$ cat config.mk
export PLATFORM = sky130hd
export DESIGN_NAME = etb_tx_backplane
export DESIGN_NICKNAME = d
export VERILOG_FILES = /design/src/hdl/etb_pkg.sv /design/src/hdl/etb_link_if.sv /design/src/hdl/etb_pin_sync.sv /design/src/hdl/etb_link_engine.sv /design/src/hdl/etb_tx_backplane.sv
export SDC_FILE = /design/constraint.sdc
export NUM_CORES = 2
export LEC_CHECK = 0
export BUFFER_PORTS_ARGS = -buffer_cell sky130_fd_sc_hd__buf_2
export CAP_MARGIN = 20
export CORE_MARGIN = 3
export CORE_UTILIZATION = 62
export DETAILED_ROUTE_END_ITERATION = 8
export PLACE_DENSITY = 0.8
export SYNTH_ARGS = -nofsm -noshare
export SYNTH_HDL_FRONTEND = slang
export SYNTH_SLANG_ARGS = --single-unit
$ cat constraint.sdc
create_clock -name i_ref_clk -period 31 [get_ports i_ref_clk]
set_clock_uncertainty 0.1 [all_clocks]
set_input_delay 4.65 -clock i_ref_clk [delete_from_list [all_inputs] [get_ports i_ref_clk]]
set_output_delay 4.65 -clock i_ref_clk [all_outputs]
set_load 0.02 [all_outputs]
$ cat src/hdl/etb_pkg.sv
// constants shared by the transmit backplane interface files
// assumes byte-addressed register port, index = byte address / 4
package etb_pkg;
  localparam int NLINK = 4;
  localparam int SYNC_W = 22;
  // register indices (byte address is four times the index)
  localparam logic [9:0] IDX_GLOBAL = 10'h010;
  localparam logic [7:0] IDX_OPTION = 8'h42;
  localparam logic [7:0] IDX_MODE = 8'h43;
  localparam logic [7:0] IDX_SLOT_SHIFT = 8'h44;
  localparam logic [7:0] IDX_BIT_SHIFT = 8'h45;
  localparam logic [7:0] IDX_FLAG = 8'h4b;
  localparam logic [7:0] IDX_IRQ_CTL = 8'h4c;
  localparam logic [7:0] IDX_PAYLOAD_CTRL_ENABLE = 8'hcc;
  localparam logic [7:0] IDX_GAP_MASK = 8'hd0;
  localparam logic [7:0] IDX_BIT8_MASK = 8'hd4;
  localparam logic [7:0] RST_CFG = 8'h00;
  // global bits
  localparam int GB_MUX = 0;
  localparam int GB_SET_B = 1;
  localparam int GB_SHARED = 2;
  // option bits, then the mode role bit and the bit shift phase bit
  localparam int OP_FE = 0;
  localparam int OP_DE = 1;
  localparam int OP_FRAME_PULSE_TYPE_SEL = 2;
  localparam int OP_FRAME_PULSE_INVERT = 3;
  localparam int OP_CMS = 4;
  localparam int MD_ROLE = 0;
  localparam int BO_PHASE = 3;
  // bit clock synthesis: half-period ticks from the reference clock
  localparam int REF_KHZ = 25000;
  localparam int BIT_KHZ = 2048;
  localparam int NCO_W = 16;
  localparam logic [NCO_W-1:0] NCO_INC = NCO_W'((2 * BIT_KHZ * (1 << NCO_W)) / REF_KHZ);
  // last bit position of a frame on the bus
  localparam logic [9:0] LAST_E1 = 10'h0ff;
  localparam logic [9:0] LAST_MUX = 10'h3ff;
  typedef enum logic [1:0] {
    ETB_MASTER_FULL = 2'b00,
    ETB_MASTER_FRAC = 2'b01,
    ETB_SLAVE       = 2'b11,
    ETB_MUX         = 2'b10
  } etb_mode_t;
endpackage

$ cat src/hdl/etb_link_if.sv
// bundle between the backplane controller and one link engine
// assumes both ends run on the reference clock
`timescale 1ns/100ps
interface etb_link_if;
  logic       tick;
  logic       fevt;
  logic       dbit;
  logic       sbit;
  logic       mux;
  logic       frame_pulse_type_sel;
  logic       gap_en;
  logic [2:0] bshift;
  logic [6:0] sshift;
  logic [31:0] gmask;
  logic [31:0] bmask;
  logic       bit8_skip_select;
  logic       fp_now;
  logic       bad;
  logic [7:0] byte_q;
  logic [7:0] sig_q;
  logic [4:0] slot_q;
  logic       valid_q;
  modport eng (input tick, fevt, dbit, sbit, mux, frame_pulse_type_sel, gap_en, bshift, sshift, gmask,
               bmask, output bit8_skip_select, fp_now, bad, byte_q, sig_q, slot_q, valid_q);
  modport ctl (output tick, fevt, dbit, sbit, mux, frame_pulse_type_sel, gap_en, bshift, sshift, gmask,
               bmask, input bit8_skip_select, fp_now, bad, byte_q, sig_q, slot_q, valid_q);
endinterface

$ cat src/hdl/etb_pin_sync.sv
// three-stage pin synchroniser with agreement filter and edge pulses
// assumes asynchronous pins; edges show two to four cycles late
`timescale 1ns/100ps
module etb_pin_sync #(
  parameter int W = 1
) (
  input  wire logic         i_ref_clk,
  input  wire logic         i_rst,
  input  wire logic [W-1:0] i_pin,
  output logic      [W-1:0] o_level,
  output logic      [W-1:0] o_rise,
  output logic      [W-1:0] o_fall
);
  logic [W-1:0] s1_q;
  logic [W-1:0] s2_q;
  logic [W-1:0] s3_q;
  logic [W-1:0] lv_q;
  wire  [W-1:0] agree = ~(s2_q ^ s3_q);

  always_ff @(posedge i_ref_clk or posedge i_rst) begin
    if (i_rst) begin
      s1_q <= '0;
      s2_q <= '0;
      s3_q <= '0;
      lv_q <= '0;
    end else begin
      s1_q <= i_pin;
      s2_q <= s1_q;
      s3_q <= s2_q;
      lv_q <= (agree & s3_q) | (~agree & lv_q);
    end
  end

  assign o_level = lv_q;
  assign o_rise  = agree & s3_q & ~lv_q;
  assign o_fall  = agree & ~s3_q & lv_q;
endmodule // etb_pin_sync

$ cat src/hdl/etb_link_engine.sv
// per-link bit position tracking, offset, byte assembly, spacing check
// assumes tick and fevt are one-cycle pulses on the reference clock
`timescale 1ns/100ps
module etb_link_engine (
  input wire logic i_ref_clk,
  input wire logic i_rst,
  etb_link_if.eng  lk
);
  logic [9:0] pos_q;
  logic [9:0] pos_d;
  logic [3:0] mf_q;
  logic       seen_q;
  logic [6:0] shd_q;
  logic [6:0] shs_q;
  wire  [9:0] last = lk.mux ? etb_pkg::LAST_MUX : etb_pkg::LAST_E1;
  wire        wrap = (pos_q == last);
  // same in bits, the doubled clock only thins the ticks
  wire  [9:0] off  = {lk.sshift, 3'b000} + {7'h00, lk.bshift};
  // the bit on a pulse edge is bit 0 of the new frame
  wire  [9:0] cur  = lk.fevt ? 10'h000 : pos_q;
  wire  [9:0] rel  = cur - off;
  // bus slots interleave link by link
  wire        mine = ~lk.mux | (rel[4:3] == 2'b00);
  wire  [4:0] slot = lk.mux ? rel[9:5] : rel[7:3];
  wire        b8   = (rel[2:0] == 3'h7);
  wire        take = lk.tick & mine;
  wire        din  = lk.bit8_skip_select ? 1'b1 : lk.dbit;

  assign lk.bit8_skip_select    = lk.gap_en & (lk.gmask[slot] | (lk.bmask[slot] & b8));
  assign lk.fp_now = (pos_q == 10'h000) & (~lk.frame_pulse_type_sel | (mf_q == 4'h0));
  assign pos_d = lk.fevt ? {9'h000, lk.tick} :
                 !lk.tick ? pos_q : (wrap ? 10'h000 : pos_q + 10'h001);

  always_ff @(posedge i_ref_clk or posedge i_rst) begin
    if (i_rst) begin
      pos_q      <= '0;
      mf_q       <= '0;
      seen_q     <= 1'b0;
      shd_q      <= '0;
      shs_q      <= '0;
      lk.bad     <= 1'b0;
      lk.byte_q  <= '0;
      lk.sig_q   <= '0;
      lk.slot_q  <= '0;
      lk.valid_q <= 1'b0;
    end else begin
      pos_q  <= pos_d;
      mf_q   <= lk.fevt ? 4'h0 : (lk.tick & wrap) ? mf_q + 4'h1 : mf_q;
      seen_q <= seen_q | lk.fevt;
      lk.bad <= lk.fevt & seen_q & (pos_q != 10'h000);
      lk.valid_q <= take & b8;
      if (take) begin
        shd_q <= {shd_q[5:0], din};
        shs_q <= {shs_q[5:0], lk.sbit};
      end
      if (take & b8) begin
        lk.byte_q <= {shd_q, din};
        lk.sig_q  <= {shs_q, lk.sbit};
        lk.slot_q <= slot;
      end
    end
  end
endmodule // etb_link_engine

$ cat src/hdl/etb_tx_backplane.sv
// e1 transmit backplane interface for four links: registers, pin timing
// assumes pins are asynchronous to i_ref_clk and much slower than it
// assumes software keeps shared clock settings equal on every link
//
// Operation
// - non-multiplexed links each take their own 2.048 Mb/s serial data
// - multiplexed mode takes all links from one byte-interleaved 8.192 Mb/s stream
// - mux select, clock role and gap masks pick the operating mode
// - master drives clock and frame pulse; slave takes all four pins in
// - master frame pulse updates on frame edge, data sampled on data edge
// - frame pulse type picks frame or multiframe; invert sets polarity
// - full master clock runs through all 32 timeslots
// - fractional master gaps clock per timeslot or bit 8; gapped data ignored
// - shared slave clock makes all-slave links use link 1 clock and pulse
// - signaling bits are taken aligned with payload bits
// - slave frame pulse sampled on frame edge, data on data edge
// - slave and bus clocks may be single or double rate; phase picks double-rate data edge
// - frame pulse off a 125 us multiple sets a flag, gated to interrupt
// - multiplexed bus clock and frame pulse are common to all links
// - bus pulse marks link 1 frames; software keeps edge settings equal
// - set select bit chooses multiplexed input set a or b
// - bit and slot offsets place frame start after the pulse
// - single rate delays N cycles per bit, 8M per slot
// - double rate delays 2N cycles per bit, 16M per slot
//
// Local design decision: the address-and-strobe port.
`timescale 1ns/100ps
module etb_tx_backplane (
  input  wire logic        i_ref_clk,
  input  wire logic        i_rst,
  input  wire logic [11:0] i_reg_addr,
  input  wire logic [7:0]  i_reg_wdata,
  input  wire logic        i_reg_wr,
  input  wire logic        i_reg_rd,
  output logic      [7:0]  o_reg_rdata,
  input  wire logic [3:0]  i_tx_serial_clock,
  output logic      [3:0]  o_tx_serial_clock,
  output logic      [3:0]  o_tx_serial_clock_oe,
  input  wire logic [3:0]  i_tx_frame_pulse,
  output logic      [3:0]  o_tx_frame_pulse,
  output logic      [3:0]  o_tx_frame_pulse_oe,
  input  wire logic [3:0]  i_tx_serial_data_in,
  input  wire logic [3:0]  i_tx_signaling_in,
  input  wire logic        i_mux_tx_bus_clock,
  input  wire logic        i_mux_tx_frame_pulse,
  input  wire logic        i_mux_tx_data_set_a,
  input  wire logic        i_mux_tx_data_set_b,
  input  wire logic        i_mux_tx_signaling_set_a,
  input  wire logic        i_mux_tx_signaling_set_b,
  output logic      [31:0] o_payload_byte,
  output logic      [31:0] o_signaling_byte,
  output logic      [19:0] o_byte_slot,
  output logic      [3:0]  o_byte_valid,
  output logic             o_int
);
  localparam int N = etb_pkg::NLINK;

  // link pins must hold each level for several reference cycles
  // pin synchronisers
  logic [etb_pkg::SYNC_W-1:0] pin_raw;
  logic [etb_pkg::SYNC_W-1:0] pin_lvl;
  logic [etb_pkg::SYNC_W-1:0] pin_rise;
  logic [etb_pkg::SYNC_W-1:0] pin_fall;

  assign pin_raw = {i_mux_tx_signaling_set_b, i_mux_tx_signaling_set_a,
                    i_mux_tx_data_set_b, i_mux_tx_data_set_a,
                    i_mux_tx_frame_pulse, i_mux_tx_bus_clock,
                    i_tx_signaling_in, i_tx_serial_data_in,
                    i_tx_frame_pulse, i_tx_serial_clock};

  etb_pin_sync #(
    .W (etb_pkg::SYNC_W)
  ) u_sync (
    .i_ref_clk (i_ref_clk),
    .i_rst     (i_rst),
    .i_pin     (pin_raw),
    .o_level   (pin_lvl),
    .o_rise    (pin_rise),
    .o_fall    (pin_fall)
  );

  // taps follow the packing order of pin_raw
  wire [3:0] ck_rise = pin_rise[3:0];
  wire [3:0] ck_fall = pin_fall[3:0];
  wire [3:0] fs_lvl  = pin_lvl[7:4];
  wire [3:0] sd_lvl  = pin_lvl[11:8];
  wire [3:0] sg_lvl  = pin_lvl[15:12];
  wire       mck_r   = pin_rise[16];
  wire       mck_f   = pin_fall[16];
  wire       mfs_lvl = pin_lvl[17];

  // registers
  logic [7:0]  glob_q;
  logic [7:0]  opt_q  [N];
  logic [7:0]  mode_q [N];
  logic [7:0]  sls_q  [N];
  logic [7:0]  bts_q  [N];
  logic [7:0]  ien_q  [N];
  logic [7:0]  payload_ctrl_enable_q [N];
  logic [31:0] gmsk_q [N];
  logic [31:0] bmsk_q [N];
  logic [N-1:0] flag_q;
  logic [N-1:0] bad;
  logic [7:0]  rdata_q;
  logic        int_q;

  wire [9:0] idx     = i_reg_addr[11:2];
  wire       aligned = (i_reg_addr[1:0] == 2'b00);
  wire [1:0] rl      = idx[9:8];
  wire [7:0] lo      = idx[7:0];
  wire       hit_glb = aligned & (idx == etb_pkg::IDX_GLOBAL);
  wire       wr_glb  = i_reg_wr & hit_glb;
  wire       wr_lnk  = i_reg_wr & aligned;
  wire       is_gm   = (lo[7:2] == etb_pkg::IDX_GAP_MASK[7:2]);
  wire       is_bm   = (lo[7:2] == etb_pkg::IDX_BIT8_MASK[7:2]);
  wire [4:0] mbase   = {lo[1:0], 3'b000};

  always_ff @(posedge i_ref_clk or posedge i_rst) begin
    if (i_rst) begin
      glob_q <= etb_pkg::RST_CFG;
      for (int n = 0; n < N; n++) begin
        opt_q[n]  <= etb_pkg::RST_CFG;
        mode_q[n] <= etb_pkg::RST_CFG;
        sls_q[n]  <= etb_pkg::RST_CFG;
        bts_q[n]  <= etb_pkg::RST_CFG;
        ien_q[n]  <= etb_pkg::RST_CFG;
        payload_ctrl_enable_q[n] <= etb_pkg::RST_CFG;
        gmsk_q[n] <= '0;
        bmsk_q[n] <= '0;
      end
    end else begin
      if (wr_glb) begin
        glob_q <= i_reg_wdata;
      end
      for (int n = 0; n < N; n++) begin
        // reserved shift, interrupt and payload control bits drop at the write and read back as zero; option and mode keep all eight bits
        if (wr_lnk && rl == 2'(n)) begin
          if (lo == etb_pkg::IDX_OPTION) opt_q[n] <= i_reg_wdata;
          if (lo == etb_pkg::IDX_MODE) mode_q[n] <= i_reg_wdata;
          if (lo == etb_pkg::IDX_SLOT_SHIFT) sls_q[n] <= {1'b0, i_reg_wdata[6:0]};
          if (lo == etb_pkg::IDX_BIT_SHIFT) bts_q[n] <= {4'h0, i_reg_wdata[3:0]};
          if (lo == etb_pkg::IDX_IRQ_CTL) ien_q[n] <= {7'h00, i_reg_wdata[0]};
          if (lo == etb_pkg::IDX_PAYLOAD_CTRL_ENABLE) payload_ctrl_enable_q[n] <= {7'h00, i_reg_wdata[0]};
          if (is_gm) gmsk_q[n][mbase +: 8] <= i_reg_wdata;
          if (is_bm) bmsk_q[n][mbase +: 8] <= i_reg_wdata;
        end
      end
    end
  end

  // read path; a read of the flag register clears it unless a new event lands
  wire [7:0] rd_lnk =
    (lo == etb_pkg::IDX_OPTION)     ? opt_q[rl]  :
    (lo == etb_pkg::IDX_MODE)       ? mode_q[rl] :
    (lo == etb_pkg::IDX_SLOT_SHIFT) ? sls_q[rl]  :
    (lo == etb_pkg::IDX_BIT_SHIFT)  ? bts_q[rl]  :
    (lo == etb_pkg::IDX_FLAG)       ? {7'h00, flag_q[rl]} :
    (lo == etb_pkg::IDX_IRQ_CTL)    ? ien_q[rl]  :
    (lo == etb_pkg::IDX_PAYLOAD_CTRL_ENABLE)       ? payload_ctrl_enable_q[rl] :
    is_gm                           ? gmsk_q[rl][mbase +: 8] :
    is_bm                           ? bmsk_q[rl][mbase +: 8] : 8'h00;
  wire [7:0] rd_d = !aligned ? 8'h00 : hit_glb ? glob_q : rd_lnk;
  wire       rd_flag = i_reg_rd & aligned & (lo == etb_pkg::IDX_FLAG);

  // shared bit clock for master links; jitters by one reference cycle
  logic [etb_pkg::NCO_W-1:0] nco_q;
  wire  [etb_pkg::NCO_W:0]   nco_sum = {1'b0, nco_q} + {1'b0, etb_pkg::NCO_INC};
  wire                       nco_tick = nco_sum[etb_pkg::NCO_W];

  // global mode bits
  wire mux_sel  = glob_q[etb_pkg::GB_MUX];
  wire set_b    = glob_q[etb_pkg::GB_SET_B];
  logic [N-1:0] role;
  logic [N-1:0] master;
  logic [N-1:0] mraw_q;
  logic [N-1:0] ph_q;
  logic [N-1:0] fprev_q;
  logic [N-1:0] clk_pin_q;
  logic [N-1:0] fp_pin_q;
  logic [N-1:0] chk_en;
  logic [N-1:0] gap_w;
  logic [N-1:0] fpn_w;
  logic [N-1:0] fe_edge;
  logic [N-1:0] fevt_w;
  logic [N-1:0] de_edge;
  logic [N-1:0] fs_act;
  logic [N-1:0] dbl;
  logic [N-1:0] ph_now;
  logic [N-1:0] ck_nxt;
  etb_pkg::etb_mode_t mode [N];

  // data pins stay per link even with a shared clock
  // shared clock only when every link is a slave
  wire shared = glob_q[etb_pkg::GB_SHARED] & ~mux_sel & (&role);
  wire mux_d  = set_b ? pin_lvl[19] : pin_lvl[18];
  wire mux_s  = set_b ? pin_lvl[21] : pin_lvl[20];

  for (genvar n = 0; n < N; n++) begin : g_link
    etb_link_if lk ();
    wire       fe    = opt_q[n][etb_pkg::OP_FE];
    wire       de    = opt_q[n][etb_pkg::OP_DE];
    wire       inv   = opt_q[n][etb_pkg::OP_FRAME_PULSE_INVERT];
    wire       ph2   = bts_q[n][etb_pkg::BO_PHASE];
    wire       gaps  = payload_ctrl_enable_q[n][0] & (|(gmsk_q[n] | bmsk_q[n]));
    wire [1:0] sl    = shared ? 2'd0 : 2'(n);
    // common bus clock in mux mode
    wire       rise  = mode[n] == etb_pkg::ETB_MUX ? mck_r :
                       master[n] ? nco_tick & ~mraw_q[n] : ck_rise[sl];
    wire       fall  = mode[n] == etb_pkg::ETB_MUX ? mck_f :
                       master[n] ? nco_tick & mraw_q[n] : ck_fall[sl];
    wire       fslv  = mode[n] == etb_pkg::ETB_MUX ? mfs_lvl : fs_lvl[sl];
    // own serial data unless on the shared bus
    wire       dsel  = mux_sel ? mux_d : sd_lvl[n];
    wire       ssel  = mux_sel ? mux_s : sg_lvl[n];

    assign role[n] = mode_q[n][etb_pkg::MD_ROLE];
    // gap masks act only with payload control enabled
    assign mode[n] = mux_sel ? etb_pkg::ETB_MUX :
                     role[n] ? etb_pkg::ETB_SLAVE :
                     gaps    ? etb_pkg::ETB_MASTER_FRAC : etb_pkg::ETB_MASTER_FULL;
    assign master[n] = (mode[n] == etb_pkg::ETB_MASTER_FULL) |
                       (mode[n] == etb_pkg::ETB_MASTER_FRAC);
    assign chk_en[n] = ~master[n];
    assign fe_edge[n] = fe ? rise : fall;
    assign de_edge[n] = de ? rise : fall;
    // double-rate clock only on the input side
    assign dbl[n]    = opt_q[n][etb_pkg::OP_CMS] & ~master[n];
    assign fs_act[n] = fslv ^ inv;
    // frame pulse on its first active edge
    assign fevt_w[n] = ~master[n] & fe_edge[n] & fs_act[n] & ~fprev_q[n];

    assign ph_now[n] = fevt_w[n] ? 1'b0 : ph_q[n];
    // data edge within the bit by phase
    assign lk.tick   = de_edge[n] & (~dbl[n] | (ph_now[n] == ph2));
    // gated at the rise: no runt pulses
    assign ck_nxt[n] = !master[n] ? 1'b0 :
                       !nco_tick  ? clk_pin_q[n] : ~mraw_q[n] & ~gap_w[n];
    assign lk.fevt   = fevt_w[n];
    assign lk.dbit   = dsel;
    assign lk.sbit   = ssel;
    assign lk.mux    = mux_sel;
    assign lk.frame_pulse_type_sel  = opt_q[n][etb_pkg::OP_FRAME_PULSE_TYPE_SEL];
    assign lk.gap_en = (mode[n] == etb_pkg::ETB_MASTER_FRAC);
    // distinct slot offsets keep bus bytes apart
    assign lk.bshift = bts_q[n][2:0];
    assign lk.sshift = sls_q[n][6:0];
    assign lk.gmask  = gmsk_q[n];
    assign lk.bmask  = bmsk_q[n];
    assign gap_w[n]  = lk.bit8_skip_select;
    assign fpn_w[n]  = lk.fp_now;
    assign bad[n]    = lk.bad;

    etb_link_engine u_eng (
      .i_ref_clk (i_ref_clk),
      .i_rst     (i_rst),
      .lk        (lk)
    );

    assign o_payload_byte[8*n +: 8]   = lk.byte_q;
    assign o_signaling_byte[8*n +: 8] = lk.sig_q;
    assign o_byte_slot[5*n +: 5]      = lk.slot_q;
    assign o_byte_valid[n]            = lk.valid_q;
  end

  always_ff @(posedge i_ref_clk or posedge i_rst) begin
    if (i_rst) begin
      nco_q     <= '0;
      mraw_q    <= '0;
      ph_q      <= '0;
      fprev_q   <= '0;
      clk_pin_q <= '0;
      fp_pin_q  <= '0;
    end else begin
      nco_q <= nco_sum[etb_pkg::NCO_W-1:0];
      for (int n = 0; n < N; n++) begin
        mraw_q[n] <= mraw_q[n] ^ nco_tick;
        if (fevt_w[n]) begin
          // a data edge on the pulse edge used up phase 0
          ph_q[n] <= de_edge[n] & dbl[n];
        end else if (de_edge[n] & dbl[n]) begin
          ph_q[n] <= ~ph_q[n];
        end
        if (fe_edge[n]) begin
          fprev_q[n] <= fs_act[n];
        end
        clk_pin_q[n] <= ck_nxt[n];
        // frame pulse moves on its own edge
        if (!master[n]) begin
          fp_pin_q[n] <= 1'b0;
        end else if (fe_edge[n]) begin
          fp_pin_q[n] <= fpn_w[n] ^ opt_q[n][etb_pkg::OP_FRAME_PULSE_INVERT];
        end
      end
    end
  end

  // enables lag the mode by one cycle, like the pins they steer
  // pin direction per mode
  logic [N-1:0] oe_q;
  always_ff @(posedge i_ref_clk or posedge i_rst) begin
    if (i_rst) begin
      oe_q <= '0;
    end else begin
      oe_q <= master;
    end
  end

  // a pulse off the frame grid reaches the flag two cycles later
  // spacing flag, set wins over the read clear
  wire [N-1:0] clr  = rd_flag ? (N'(1) << rl) : '0;
  wire [N-1:0] setf = bad & chk_en;
  wire [N-1:0] ien  = {ien_q[3][0], ien_q[2][0], ien_q[1][0], ien_q[0][0]};
  always_ff @(posedge i_ref_clk or posedge i_rst) begin
    if (i_rst) begin
      flag_q  <= '0;
      rdata_q <= 8'h00;
      int_q   <= 1'b0;
    end else begin
      flag_q  <= setf | (flag_q & ~clr);
      rdata_q <= i_reg_rd ? rd_d : 8'h00;
      int_q   <= |(flag_q & ien);
    end
  end

  assign o_reg_rdata          = rdata_q;
  assign o_int                = int_q;
  assign o_tx_serial_clock    = clk_pin_q;
  assign o_tx_serial_clock_oe = oe_q;
  assign o_tx_frame_pulse     = fp_pin_q;
  assign o_tx_frame_pulse_oe  = oe_q;
endmodule // etb_tx_backplane

==> out/qor.txt <==
fraction of registers with async set or reset after synthesis = 100.0%
final setup violation count = 0
Core Util, Final = 69.13%
root buf cell = clkbuf_16
Top-Level Pins = 159
setup slack after layout = 21.94 ns
Max stage delay on crit path = 0.77 ns
critical path class = flip-flop to flip-flop
clk_lat worst skew = 0.62 ns
Reg clk slew, reported paths = 0.06 ns
crit path time final = 9.060 ns
Slew Viols, Final = 0
synthesized cell area = 0.03805 sq mm
#FFs+latches synth = 729
total track usage = 40.65%
Die H = 253.7 microns
post-CTS sizing = 0
crit path max fanout = 30
Final ANT Viol Nets = 0
area fraction of the dominant cell type after synthesis = 47.95%
most frequent cells in the layout = nand2_1 (736), dfrtp_1 (728), o21ai_0 (348)
RSZ-0062 raised after global routing = false
commonest register cell after synthesis = dfrtp_1
HP Start = u_sync.s1_q[6]
leakage dissipation = 19.34 nW
pin count of the biggest net entering global routing = 180
final instance area = 0.04188 sq mm
fin crit share = 29.22%
Yosys Warn Count = 0
vias in the first global route = 29,952
met2 WL = 55.13 mm
IO buf count = 158
sequential share of the synthesized area = 47.95%
Sink Count = 729
CTS tree = built
H-tree levels = 3
area growth from synthesis to layout = 10.08%
HPWL after detailed placement = 95.53 mm
element type at the critical path end = flip-flop
WP data arrival = 9.49 ns
drt pass-1 iters = 6
Met3 Routed Length = 17.77 mm
Core Box Area = 0.06058 sq mm
Mapped Avg Cell Area = 10.27 sq um
dominant cells by area after synthesis = dfrtp_1 (48%), nand2_1 (7.3%), mux4_2 (6.8%), mux2_2 (5.9%), o21ai_0 (4.6%)
initial antenna violation count = 14
Starting Density = 62.80%
fin nets = 3,944
TritonCTS buffer count = 76
wire per inst = 28.18 microns
Yosys cell types = 94
DP Area = 0.03938 sq mm
Post-CTS Hold Fix Bufs = 0
cell type with the largest total area after synthesis = dfrtp_1
Min-Delay Path Class = flip-flop to flip-flop
PwrDens = 61.36 mW/mm^2
Clock Path Buffers = 3
drt total wl = 130.5 mm
Slew Limit Headroom = 21.42%
layout cells sized above 1 = 17.37%
Post-CTS Setup Bufs = 0
post-placement setup slack = 22.28 ns
Worst Setup SP = nco_q[0]
Mapped Nets = 3,856
EDFF count, synth = 0
top routing layer in use = met5
Max Clk Rate = 0.1104 GHz
Min Hold Slack = 0.2473 ns
grt ovf = 0
routed vias = 31,453
Die W = 253.7 microns
Setup TNS = 0 ns
Least-Margin Pin Slew = 1.166 ns
peak supply drop = 0.04469 mV
Fin. Hold Viols = 0
cells after synthesis = 3,704
die area = 0.06437 sq mm
Worst R2R Start = nco_q[0]
DR vias/cell = 6.789
status = finished clean
row cnt = 90
DRT iter0 DRCs = 4,276
Filler cells = 4,485
residual DRC count = 0
DRT met1 WL = 50.22 mm
CP Launch Type = flip-flop
first-pass GRT wire length = 192.2 mm
leading cell type in the layout, fill and taps excluded = nand2_1
Max Cap Viol = 0
Required @ worst endpoint = 31.43 ns
gpl congestion = 1.102
slowest CP cell = a22oi_1
## layout make-up
type | instances | area, sq um | share of cell area [%]
diodes | 5 | 12.51 | 0.02988
multi-input cells | 2673 | 18630 | 44.49
clock buffers | 110 | 2245 | 5.360
flip-flops and latches | 729 | 18250 | 43.57
repair buffers | 192 | 1096 | 2.617
well taps | 782 | 978.4 | 2.336
inverters | 120 | 457.9 | 1.093
clock inverters | 22 | 212.7 | 0.5079
## worst paths after layout
kind / to / slack (ns) / cells past startpoint
min in group asynchronous: g_link[0].u_eng.lk.sig_q[6] / 4.14 / 2
worst max register to register: o_tx_serial_clock[0] / 21.94 / 30
worst min register to register: u_sync.s2_q[6] / 0.25 / 0
worst min-delay path: u_sync.s2_q[6] / 0.25 / 0
max in group asynchronous: glob_q[0] / 23.51 / 5
worst max-delay path: o_tx_serial_clock[0] / 21.94 / 30
## stage by stage
| stage | std cells | total power [mW] |
|---|---|---|
| 2_1_floorplan | 3704 | 1.469 |
| 4_1_cts | 4627 | 2.554 |
| 3_3_place_gp | 4495 | 1.647 |
| 6_report | 4633 | 2.570 |
| 3_5_place_dp | 4495 | 1.654 |
| 5_1_grt | 4628 | 2.657 |
## cells in the mapped netlist, drive strengths merged, types with 34 or more instances
cell	instances
a211oi	45
a21oi	98
and3	65
buf	50
clkbuf	132
dfrtp	729
ha	102
inv	119
mux2	201
mux2i	100
mux4	116
nand2	736
nand3	52
nand4	34
nor2	193
nor3	35
nor4	73
o21ai	358
xnor2	34
xor2	42
## critical path: cells and delay by family (launching register included)
kind	cells	cell delay [ns]
mux	1	0.25
simple gates	13	3.64
flops	1	0.41
compound gates	9	2.72
buf+inv	3	0.63
fa+ha+maj	4	1.19
## state kept, by name, summed over array words and instances, names as in the netlist, 22 cells and up, named ones only
name                    flops
u_sync.s2_q                22
g_link.lk.bmask           128
g_link.lk.sshift           28
mode_q                     32
g_link.u_eng.shd_q         28
u_sync.s3_q                22
g_link.u_eng.shs_q         28
g_link.u_eng.lk.sig_q      32
u_sync.s1_q                22
g_link.lk.gmask           128
g_link.u_eng.lk.byte_q     32
g_link.u_eng.pos_q         40
## layer usage
layer	global-route usage [%]	vias up
met3	14.70	430
li1	-	13458
met4	19.33	20
met1	55.24	15511
met5	0	-
met2	58.47	2034
## report_power, final
group	switching, mW	internal, mW
Clock	0.388	0.521
Combinational	0.415	0.217
Sequential	0.0349	0.994
Total	0.838	1.73
## cells by family (layout without fill, tap and decap cells)
logic type	Yosys count	count (layout)	synth area share (%)
simple gates	1332	1332	15.76
fa+ha+maj	123	123	4.012
other cells	0	5	0
flops	729	729	47.95
buf+inv	302	444	3.164
mux	417	417	15.47
compound gates	725	725	11.90
xor+xnor	76	76	1.750
No activity file was read; power rests on OpenSTA's default activity.
